`src/logic/wdg_pkg.sv`:
```
// Purpose: Shared constants, types and lookup functions for the watchdog.
// Assumes: One 125 MHz clock; osc_tick marks one divided oscillator cycle.
// Notes: All offsets, bit positions and timing figures live here.
package wdg_pkg;

    // Register map on the plain register port
    localparam logic [7:0] CTRL_ADDR = 8'h2a;
    localparam logic [7:0] STATUS_ADDR = 8'h2b;
    localparam logic [7:0] CTRL_RESET = 8'h7f;
    localparam logic [7:0] READ_IDLE = 8'h00;

    // Control register fields
    localparam int ACT_BIT = 7;
    localparam int TOP_BIT = 6;
    localparam int COUNT_W = 7;

    // Counter value whose decrement clears the top bit
    localparam logic [6:0] ROLL_VALUE = 7'h40;
    localparam logic [6:0] COUNT_ONE = 7'h01;

    // Status register fields
    localparam int ST_ACTIVE_BIT = 0;
    localparam int ST_STOPPED_BIT = 1;
    localparam int ST_RESTART_BIT = 2;
    localparam int ST_PULSE_BIT = 3;
    localparam int ST_HW_BIT = 4;

    // Decrement prescaler, in divided oscillator cycles
    localparam int TICKS_PER_DEC = 16384;
    localparam int PRESC_W = 14;
    localparam int TICK_UNIT = 64;
    localparam int MIN_BASE = 128;
    localparam int SHORT_BASE = 192;
    localparam int SLOT_W = 4;

    // Reset pulse: a least time, so it rounds up
    localparam int CLK_NS = 8;
    localparam int RST_PULSE_NS = 500;
    localparam int RST_PULSE_CYC = (RST_PULSE_NS + CLK_NS - 1) / CLK_NS;
    localparam int PULSE_W = 6;

    // Restart delay after wake from plain halt, in CPU clocks
    localparam int RESTART_SHORT = 256;
    localparam int RESTART_LONG = 4096;
    localparam int RESTART_W = 13;

    // Straps and clock controller bits seen by the watchdog
    typedef struct packed {
        logic hw_watchdog_option;
        logic halt_reset_option;
        logic rtc_interrupt_enable;
        logic [1:0] rtc_timebase_select;
        logic long_restart;
    } wdg_cfg_t;

    typedef enum logic [2:0] {
        ST_RUN = 3'b001,
        ST_STOPPED = 3'b010,
        ST_RESTART = 3'b100
    } halt_state_t;

    // High timing constant of each timebase
    function automatic int tb_hi(input logic [1:0] tb);
        case (tb)
            2'h0: tb_hi = 4;
            2'h1: tb_hi = 8;
            2'h2: tb_hi = 20;
            default: tb_hi = 49;
        endcase
    endfunction : tb_hi

    // Low timing constant of each timebase
    function automatic int tb_lo(input logic [1:0] tb);
        case (tb)
            2'h0: tb_lo = 59;
            2'h1: tb_lo = 53;
            2'h2: tb_lo = 35;
            default: tb_lo = 54;
        endcase
    endfunction : tb_lo

endpackage : wdg_pkg

```
`src/logic/wdg_prescaler.sv`:
```
// Purpose: Decrement prescaler of the watchdog counter.
// Assumes: osc_tick is a one-cycle pulse per divided oscillator cycle.
// Notes: Never cleared by register writes; frozen while halted and during the restart delay.
`timescale 1ns/1ns
module wdg_prescaler #(
    parameter int PRESC_W = wdg_pkg::PRESC_W
) (
    input wire logic mclk,
    input wire logic rst,
    input wire logic osc_tick,
    input wire logic run,
    input wire logic [1:0] tb,
    output logic period_done
);

    logic [PRESC_W-1:0] presc_q;
    logic [PRESC_W-1:0] presc_d;
    logic [wdg_pkg::SLOT_W-1:0] slot_q;
    logic [wdg_pkg::SLOT_W-1:0] slot_d;
    logic [wdg_pkg::SLOT_W-1:0] slot_last;
    logic [PRESC_W-1:0] long_last;
    logic [PRESC_W-1:0] short_last;
    logic [PRESC_W-1:0] period_last;
    logic short_slot;

    // One short period per quarter of the high constant
    assign slot_last = wdg_pkg::SLOT_W'(wdg_pkg::tb_hi(tb) / 4 - 1);
    assign long_last = PRESC_W'(wdg_pkg::TICKS_PER_DEC - 1);
    assign short_last = PRESC_W'((wdg_pkg::SHORT_BASE + wdg_pkg::tb_lo(tb))
        * wdg_pkg::TICK_UNIT - 1);
    assign short_slot = (slot_q >= slot_last);
    assign period_last = short_slot ? short_last : long_last;
    assign period_done = run && osc_tick && (presc_q >= period_last);

    // Next prescaler and slot values
    assign presc_d = period_done ? '0 :
        (run && osc_tick) ? presc_q + 1'b1 : presc_q;
    assign slot_d = !period_done ? slot_q :
        short_slot ? '0 : slot_q + 1'b1;

    // Free running state, no write port reaches it
    always_ff @(posedge mclk or posedge rst) begin
        if (rst) begin
            presc_q <= '0;
            slot_q <= '0;
        end else begin
            presc_q <= presc_d;
            slot_q <= slot_d;
        end
    end

endmodule : wdg_prescaler

```
`src/logic/windowed_watchdog_downcounter.sv`:
```
// Purpose: Software or strap activated watchdog with a 7-bit downcounter.
// Assumes: Register port and all inputs are synchronous to mclk.
// Notes: reset_out_n must feed the chip reset, which in turn drives rst.
//
// Chosen here: the register addresses and strobed register access.
`timescale 1ns/1ns

module windowed_watchdog_downcounter #(
    parameter int COUNT_W = wdg_pkg::COUNT_W,
    parameter int RESTART_SHORT = wdg_pkg::RESTART_SHORT,
    parameter int RESTART_LONG = wdg_pkg::RESTART_LONG
) (
    input wire logic mclk,
    input wire logic rst,
    input wire logic osc_tick,
    input wire logic [7:0] bus_addr,
    input wire logic [7:0] bus_wdata,
    input wire logic bus_wr,
    input wire logic bus_rd,
    output logic [7:0] bus_rdata,
    input wire wdg_pkg::wdg_cfg_t cfg,
    input wire logic halt_exec,
    input wire logic ext_irq,
    input wire logic rtc_irq,
    output logic halt_enter,
    output logic watchdog_active,
    output logic reset_out_n
);

    // Register state
    logic watchdog_activate_bit_q;
    logic watchdog_activate_bit_d;
    logic [COUNT_W-1:0] count_q;
    logic [COUNT_W-1:0] count_d;
    logic [7:0] rdata_q;
    logic [7:0] rdata_d;

    // Halt handling state
    wdg_pkg::halt_state_t state_q;
    wdg_pkg::halt_state_t state_d;
    logic active_halt_q;
    logic active_halt_d;
    logic [wdg_pkg::RESTART_W-1:0] restart_q;
    logic [wdg_pkg::RESTART_W-1:0] restart_d;

    // Reset pulse state
    logic [wdg_pkg::PULSE_W-1:0] pulse_q;
    logic [wdg_pkg::PULSE_W-1:0] pulse_d;
    logic reset_n_q;
    logic reset_n_d;

    // Decoded strobes and events
    logic wr_ctrl;
    logic rd_ctrl;
    logic rd_status;
    logic active;
    logic write_active;
    logic period_done;
    logic running;
    logic halt_req;
    logic halt_to_reset;
    logic halt_accept;
    logic halt_dec;
    logic decrement;
    logic rollover;
    logic soft_reset;
    logic fire;
    logic wake_now;
    logic wake_delayed;
    logic restart_done;
    logic pulse_busy;
    logic [7:0] ctrl_view;
    logic [7:0] status_view;
    logic [wdg_pkg::RESTART_W-1:0] restart_len;

    // Address decode of the register port
    assign wr_ctrl = bus_wr && (bus_addr == wdg_pkg::CTRL_ADDR);
    assign rd_ctrl = bus_rd && (bus_addr == wdg_pkg::CTRL_ADDR);
    assign rd_status = bus_rd && (bus_addr == wdg_pkg::STATUS_ADDR);

    // Hardware strap overrides the software activation bit
    assign active = watchdog_activate_bit_q || cfg.hw_watchdog_option;
    assign write_active = active || bus_wdata[wdg_pkg::ACT_BIT];

    // Prescaler runs only in ST_RUN, not while halted or during the restart delay
    assign running = (state_q == wdg_pkg::ST_RUN);

    wdg_prescaler #(
        .PRESC_W(wdg_pkg::PRESC_W)
    ) u_prescaler (
        .mclk(mclk),
        .rst(rst),
        .osc_tick(osc_tick),
        .run(running),
        .tb(cfg.rtc_timebase_select),
        .period_done(period_done)
    );

    // Halt instruction decisions
    assign halt_req = halt_exec && running && !pulse_busy;
    assign halt_to_reset = halt_req && active && cfg.halt_reset_option;
    assign halt_accept = halt_req && !halt_to_reset;
    assign halt_dec = halt_accept && !cfg.rtc_interrupt_enable;

    // A write in the same cycle replaces the decrement entirely
    assign decrement = !wr_ctrl && (period_done || halt_dec);
    assign rollover = decrement && (count_q == wdg_pkg::ROLL_VALUE) && active;
    assign soft_reset = wr_ctrl && write_active
        && !bus_wdata[wdg_pkg::TOP_BIT];
    assign fire = (rollover || soft_reset || halt_to_reset) && !pulse_busy;

    // Activation bit: write only sets it, reset only clears it
    assign watchdog_activate_bit_d = watchdog_activate_bit_q
        || (wr_ctrl && bus_wdata[wdg_pkg::ACT_BIT]);

    // Counter: load on write, otherwise free running decrement
    assign count_d = wr_ctrl ? bus_wdata[COUNT_W-1:0] :
        decrement ? count_q - wdg_pkg::COUNT_ONE : count_q;

    // Wake events out of the two halt flavours
    assign wake_now = (state_q == wdg_pkg::ST_STOPPED) && active_halt_q
        && (ext_irq || rtc_irq);
    assign wake_delayed = (state_q == wdg_pkg::ST_STOPPED) && !active_halt_q
        && ext_irq;
    assign restart_done = (state_q == wdg_pkg::ST_RESTART)
        && (restart_q == '0);
    assign restart_len = cfg.long_restart ?
        wdg_pkg::RESTART_W'(RESTART_LONG - 1) :
        wdg_pkg::RESTART_W'(RESTART_SHORT - 1);

    // Halt state machine, next state
    always_comb begin
        state_d = state_q;
        active_halt_d = active_halt_q;
        restart_d = restart_q;
        case (state_q)
            wdg_pkg::ST_RUN: begin
                if (halt_accept) begin
                    state_d = wdg_pkg::ST_STOPPED;
                    active_halt_d = cfg.rtc_interrupt_enable;
                end
            end
            wdg_pkg::ST_STOPPED: begin
                if (wake_now) begin
                    state_d = wdg_pkg::ST_RUN;
                end else if (wake_delayed) begin
                    state_d = wdg_pkg::ST_RESTART;
                    restart_d = restart_len;
                end
            end
            wdg_pkg::ST_RESTART: begin
                if (restart_done) begin
                    state_d = wdg_pkg::ST_RUN;
                end else begin
                    restart_d = restart_q - 1'b1;
                end
            end
            default: begin
                state_d = wdg_pkg::ST_RUN;
            end
        endcase
    end

    // Reset pulse generator; a second cause during a pulse is absorbed
    assign pulse_busy = !reset_n_q;
    assign pulse_d = fire ? wdg_pkg::PULSE_W'(wdg_pkg::RST_PULSE_CYC - 1) :
        (pulse_busy && pulse_q != '0) ? pulse_q - 1'b1 : pulse_q;
    assign reset_n_d = fire ? 1'b0 :
        (pulse_busy && pulse_q == '0) ? 1'b1 : reset_n_q;

    // Read views; unmapped addresses read as zero
    assign ctrl_view = {watchdog_activate_bit_q, count_q};
    assign status_view = {3'h0, cfg.hw_watchdog_option, pulse_busy,
        (state_q == wdg_pkg::ST_RESTART), (state_q == wdg_pkg::ST_STOPPED),
        active};
    assign rdata_d = rd_ctrl ? ctrl_view :
        rd_status ? status_view : wdg_pkg::READ_IDLE;

    // Control register and read data
    always_ff @(posedge mclk or posedge rst) begin
        if (rst) begin
            watchdog_activate_bit_q <= 1'b0;
            count_q <= wdg_pkg::CTRL_RESET[COUNT_W-1:0];
            rdata_q <= wdg_pkg::READ_IDLE;
        end else begin
            watchdog_activate_bit_q <= watchdog_activate_bit_d;
            count_q <= count_d;
            rdata_q <= rdata_d;
        end
    end

    // Halt state registers
    always_ff @(posedge mclk or posedge rst) begin
        if (rst) begin
            state_q <= wdg_pkg::ST_RUN;
            active_halt_q <= 1'b0;
            restart_q <= '0;
        end else begin
            state_q <= state_d;
            active_halt_q <= active_halt_d;
            restart_q <= restart_d;
        end
    end

    // Reset pulse registers
    always_ff @(posedge mclk or posedge rst) begin
        if (rst) begin
            pulse_q <= '0;
            reset_n_q <= 1'b1;
        end else begin
            pulse_q <= pulse_d;
            reset_n_q <= reset_n_d;
        end
    end

    // Outputs
    assign bus_rdata = rdata_q;
    assign reset_out_n = reset_n_q;
    assign watchdog_active = active;
    assign halt_enter = halt_accept;

endmodule : windowed_watchdog_downcounter

```
`config.mk`:
```
export PLATFORM = sky130hd
export DESIGN_NAME = windowed_watchdog_downcounter
export DESIGN_NICKNAME = d
export VERILOG_FILES = /design/src/logic/wdg_pkg.sv /design/src/logic/wdg_prescaler.sv /design/src/logic/windowed_watchdog_downcounter.sv
export SDC_FILE = /design/constraint.sdc
export NUM_CORES = 1
export LEC_CHECK = 0
export BUFFER_PORTS_ARGS = -buffer_cell sky130_fd_sc_hd__buf_2
export CAP_MARGIN = 20
export CORE_ASPECT_RATIO = 0.6
export CORE_UTILIZATION = 45
export CTS_CLUSTER_DIAMETER = 30
export DETAILED_ROUTE_END_ITERATION = 10
export PLACE_DENSITY = 0.69
export SYNTH_ARGS = -nofsm -noshare
export SYNTH_HDL_FRONTEND = slang
export SYNTH_SLANG_ARGS = --single-unit
```
`constraint.sdc`:
```
create_clock -name mclk -period 9.8 [get_ports mclk]
set_clock_uncertainty 0.2 [all_clocks]
set_input_delay 0.98 -clock mclk [delete_from_list [all_inputs] [get_ports mclk]]
set_output_delay 0.98 -clock mclk [all_outputs]
set_load 0.1 [all_outputs]
```
==> reports/metrics.yaml <==
outcome:
  status: "finished clean"
global_route:
  grt_max_degree: 59
  grt_pass1_vias: 2457
  antenna_found_initial: 0
  grt_usage: 0.202
  grt_pass1_wl_um: 11900
  grt_overflow: 0
timing:
  rsz0062_at_grt: "no"
  period_share: 0.458
  max_freq_mhz: 223
  slew_violations: 0
  hold_violations: 0
  slew_headroom: 0.433
  final.setup.tns_ns: 0
  setup-violations-final: 0
  worst_pin_slew_ns: 0.842
  fin_crit_ns: 4.49
synthesis:
  syn-mean-instance-area_sq_um: 9.36
  syn_area_sq_um: 3340
  yosysTopAreaCell: "dfrtp_1"
  yosysUniqueCellTypes: 59
  synthTopCellsByArea: "dfrtp_1 37%, dfstp_2 7.1%, ha_1 6.0%, nand2_1 4.8%, a21oi_1 4.0%"
  synth-edff-count: 0
  yosysTopAreaCellShare: 0.367
  ys_warn_count: 0
  synth_cells: 357
  seq_area_frac_synth: 0.438
  synth_nets: 403
  ys_ff_latch: 58
  synthFlopType: "dfrtp_1"
  async_reset_ff_frac: 1.00
finish:
  nNetsFinal: 445
  diodes: 0
  regArea_sq_um: 1460
  final_layout_size_suffix_gt1_frac: 0.208
  multi_input_area_sq_um: 1770
  stdcell_count: 504
  n_fill_cell: 597
  area_delta_synth_final_pct: 18.1
worst_setup_path:
  start_kind: "input port"
  path_delay_family: "compound AO/OA/AOI/OAI gates"
  critPathMaxFanout: 11
  path_cells: "buf_2, ha_1, nand2b_1, a21o_1, a21o_1, a21oi_1, nor2_1, ha_1, nand2_1, nor4_1, o21bai_1, a21oi_1, a21boi_0, mux2i_1"
  cp_slowest_cell: "a21oi_1"
  cp.arrival_ns: 4.50
  cp-end-kind: "flop"
  critPathKind: "input port to flop"
  worst_ep_required_time_ns: 9.81
  worst-path-buf-inv: 1
  cpPeakStageDelay_ns: 0.66
floorplan:
  dieArea_sq_um: 7790
  dieWidth_um: 113
  core_area_sq_um: 6940
  fp.dieH_um: 68.8
  num_io_pins: 41
  rows: 23
  initial_core_util: 0.482
clock_tree:
  cts_resized: 0
  postCtsHoldBufs: 0
  numCtsBuffers: 9
  cts_setup_buffers: 0
  cts_buffer_depth: 2
  cts-root-buf: "clkbuf_16"
  clk_latency_ns: 0.33
  clock-sinks: 58
  path_clk_slew_ns: 0.05
  htreeDepth: 3
  tritoncts: "yes"
power_and_ir_drop:
  p_per_area_nw_per_um2: 235
  power_leakage_nw: 1.77
  ir_worst_vdd_uv: 103
place:
  hpwl_um: 5150
  io_buffers: 40
  place.gp.congestion: 0.788
  dp_cells: 488
drt:
  drc_errors: 0
  dr.pass1.iters: 4
  finalWirelength_um: 7210
  first_iter_violations: 128
  vias: 2688
  wl_per_cell_um: 14.3
  via_per_inst: 5.33
  detail-route-antenna-nets: 0
run:
  cap_violations: 0
hold_path:
  hp-class: "flop to flop"
[registers in the layout, indices dropped and copies added, names as in the netlist]
register	flops
u_prescaler.presc_q	14
restart_q	13
bus_rdata	8
count_q	7
pulse_q	6
u_prescaler.slot_q	4
state_q	3
active_halt_q	1
reset_out_n	1
watchdog_activate_bit_q	1
[cell usage after synthesis, types with 2 or more instances]
cell       instances
a21boi_0           4
nor4_1             2
nand4bb_1          2
a31oi_1            4
dfstp_2            9
and2_1             3
or2_2              3
o21ai_1            2
a21o_1             5
nand2b_1           6
and3_1             4
dfrtp_1           49
o21ai_0           23
a21oi_1           27
a31o_2             3
nor3b_1            4
o31ai_1            5
xor2_1             7
inv_1             18
xnor2_1           10
nor2_1            24
nor4b_1            2
or3_1              6
nand4_1            3
mux2i_1            8
nand3_1           14
o22ai_1            3
nand3b_1           2
clkbuf_1           9
nor2b_1            3
mux2_2             2
ha_1              16
nor3_1             7
nand2_1           43
[cell families after synthesis]
family | Yosys count | share of synthesized area
compound gates | 90 | 0.179
xor+xnor | 17 | 0.0446
fa+ha+maj | 16 | 0.0599
buf+inv | 28 | 0.0337
flops | 58 | 0.438
mux | 10 | 0.0307
other cells | 1 | 0.00112
simple gates | 137 | 0.214
[worst paths after layout]
path / from / end / slack [ns] / cells after the start
hold reg to reg: watchdog_activate_bit_q$_DFF_PP0_ / watchdog_activate_bit_q$_DFF_PP0_ / 0.29 / 1
min in group asynchronous: rst / u_prescaler.presc_q[5]$_DFFE_PP0P_ / 0.63 / 3
setup / recovery: cfg[1] / u_prescaler.slot_q[2]$_DFFE_PP0N_ / 5.31 / 14
hold / removal: watchdog_activate_bit_q$_DFF_PP0_ / watchdog_activate_bit_q$_DFF_PP0_ / 0.29 / 1
setup reg to reg: u_prescaler.slot_q[0]$_DFFE_PP0N_ / u_prescaler.slot_q[2]$_DFFE_PP0N_ / 5.65 / 14
max in group asynchronous: rst / u_prescaler.presc_q[4]$_DFFE_PP0P_ / 8.25 / 3
[worst register-to-register path, cell delays in order (launching register included)]
cell and delay [ns]:
dfrtp_1 0.40, inv_1 0.11, ha_1 0.23, nand2b_1 0.14, a21o_1 0.17, a21o_1 0.17
a21oi_1 0.55, nor2_1 0.12, ha_1 0.32, nand2_1 0.06, nor4_1 0.29, o21bai_1 0.26
a21oi_1 0.66, a21boi_0 0.24, mux2i_1 0.10
[routing by layer]
layer,share of wire,global-route usage,wire length (um)
met1,0.55,0.286,3970
met2,0.40,0.288,2870
met3,0.041,0.0638,295
met4,0.0094,0.0724,68
met5,0,0,0
[stage by stage]
| stage | hold slack, ns | power, mW | cell area (sq um) | utilization | setup WS, ns |
|---|---|---|---|---|---|
| floorplan | 0.249 | 0.540 | 3340 | - | 5.71 |
| global placement | 0.285 | 0.591 | 3630 | 0.523 | 5.13 |
| detailed placement | 0.283 | 0.599 | 3630 | 0.523 | 4.98 |
| CTS | 0.293 | 0.937 | 3950 | 0.569 | 5.33 |
| global route | 0.307 | 0.983 | 3950 | 0.569 | 4.91 |
| finish | 0.294 | 0.928 | 3950 | 0.569 | 5.31 |
[report_power, final]
group	internal [mW]	leakage, nW	switching (mW)	total, mW
sequential	0.307	0.675	0.0594	0.367
clock	0.225	0.156	0.106	0.331
combinational	0.0904	0.937	0.140	0.231
[cell usage in the layout, fill, tap and decap left out, types with 3 or more instances in the layout]
cell type / Yosys / final
nor2b_1: 3 / 3
o22ai_1: 3 / 3
and2_1: 3 / 3
nor2_1: 24 / 24
or3_1: 6 / 6
o31ai_1: 5 / 5
xor2_1: 7 / 7
dfstp_2: 9 / 9
a21boi_0: 4 / 4
inv_1: 18 / 17
nand4_1: 3 / 3
xnor2_1: 10 / 10
ha_1: 16 / 16
nand2b_1: 6 / 6
nor3_1: 7 / 7
or2_2: 3 / 3
a21oi_1: 27 / 27
o21ai_0: 23 / 23
clkbuf_16: 0 / 9
nor3b_1: 4 / 4
nand2_1: 43 / 43
a31oi_1: 4 / 4
a31o_2: 3 / 3
clkbuf_8: 0 / 4
mux2i_1: 8 / 8
nand3_1: 14 / 14
buf_2: 0 / 40
a21o_1: 5 / 5
dfrtp_1: 49 / 49
and3_1: 4 / 4
[cell type report]
| class | instances | area share |
|---|---|---|
| Sequential cell | 58 | 0.371 |
| Inverter | 18 | 0.0171 |
| Multi-Input combinational cell | 271 | 0.448 |
| Tap cell | 100 | 0.0317 |
| Timing Repair Buffer | 41 | 0.0526 |
| Clock buffer | 15 | 0.0729 |
| Clock inverter | 1 | 0.00761 |
(Power assumes the default switching activity.)
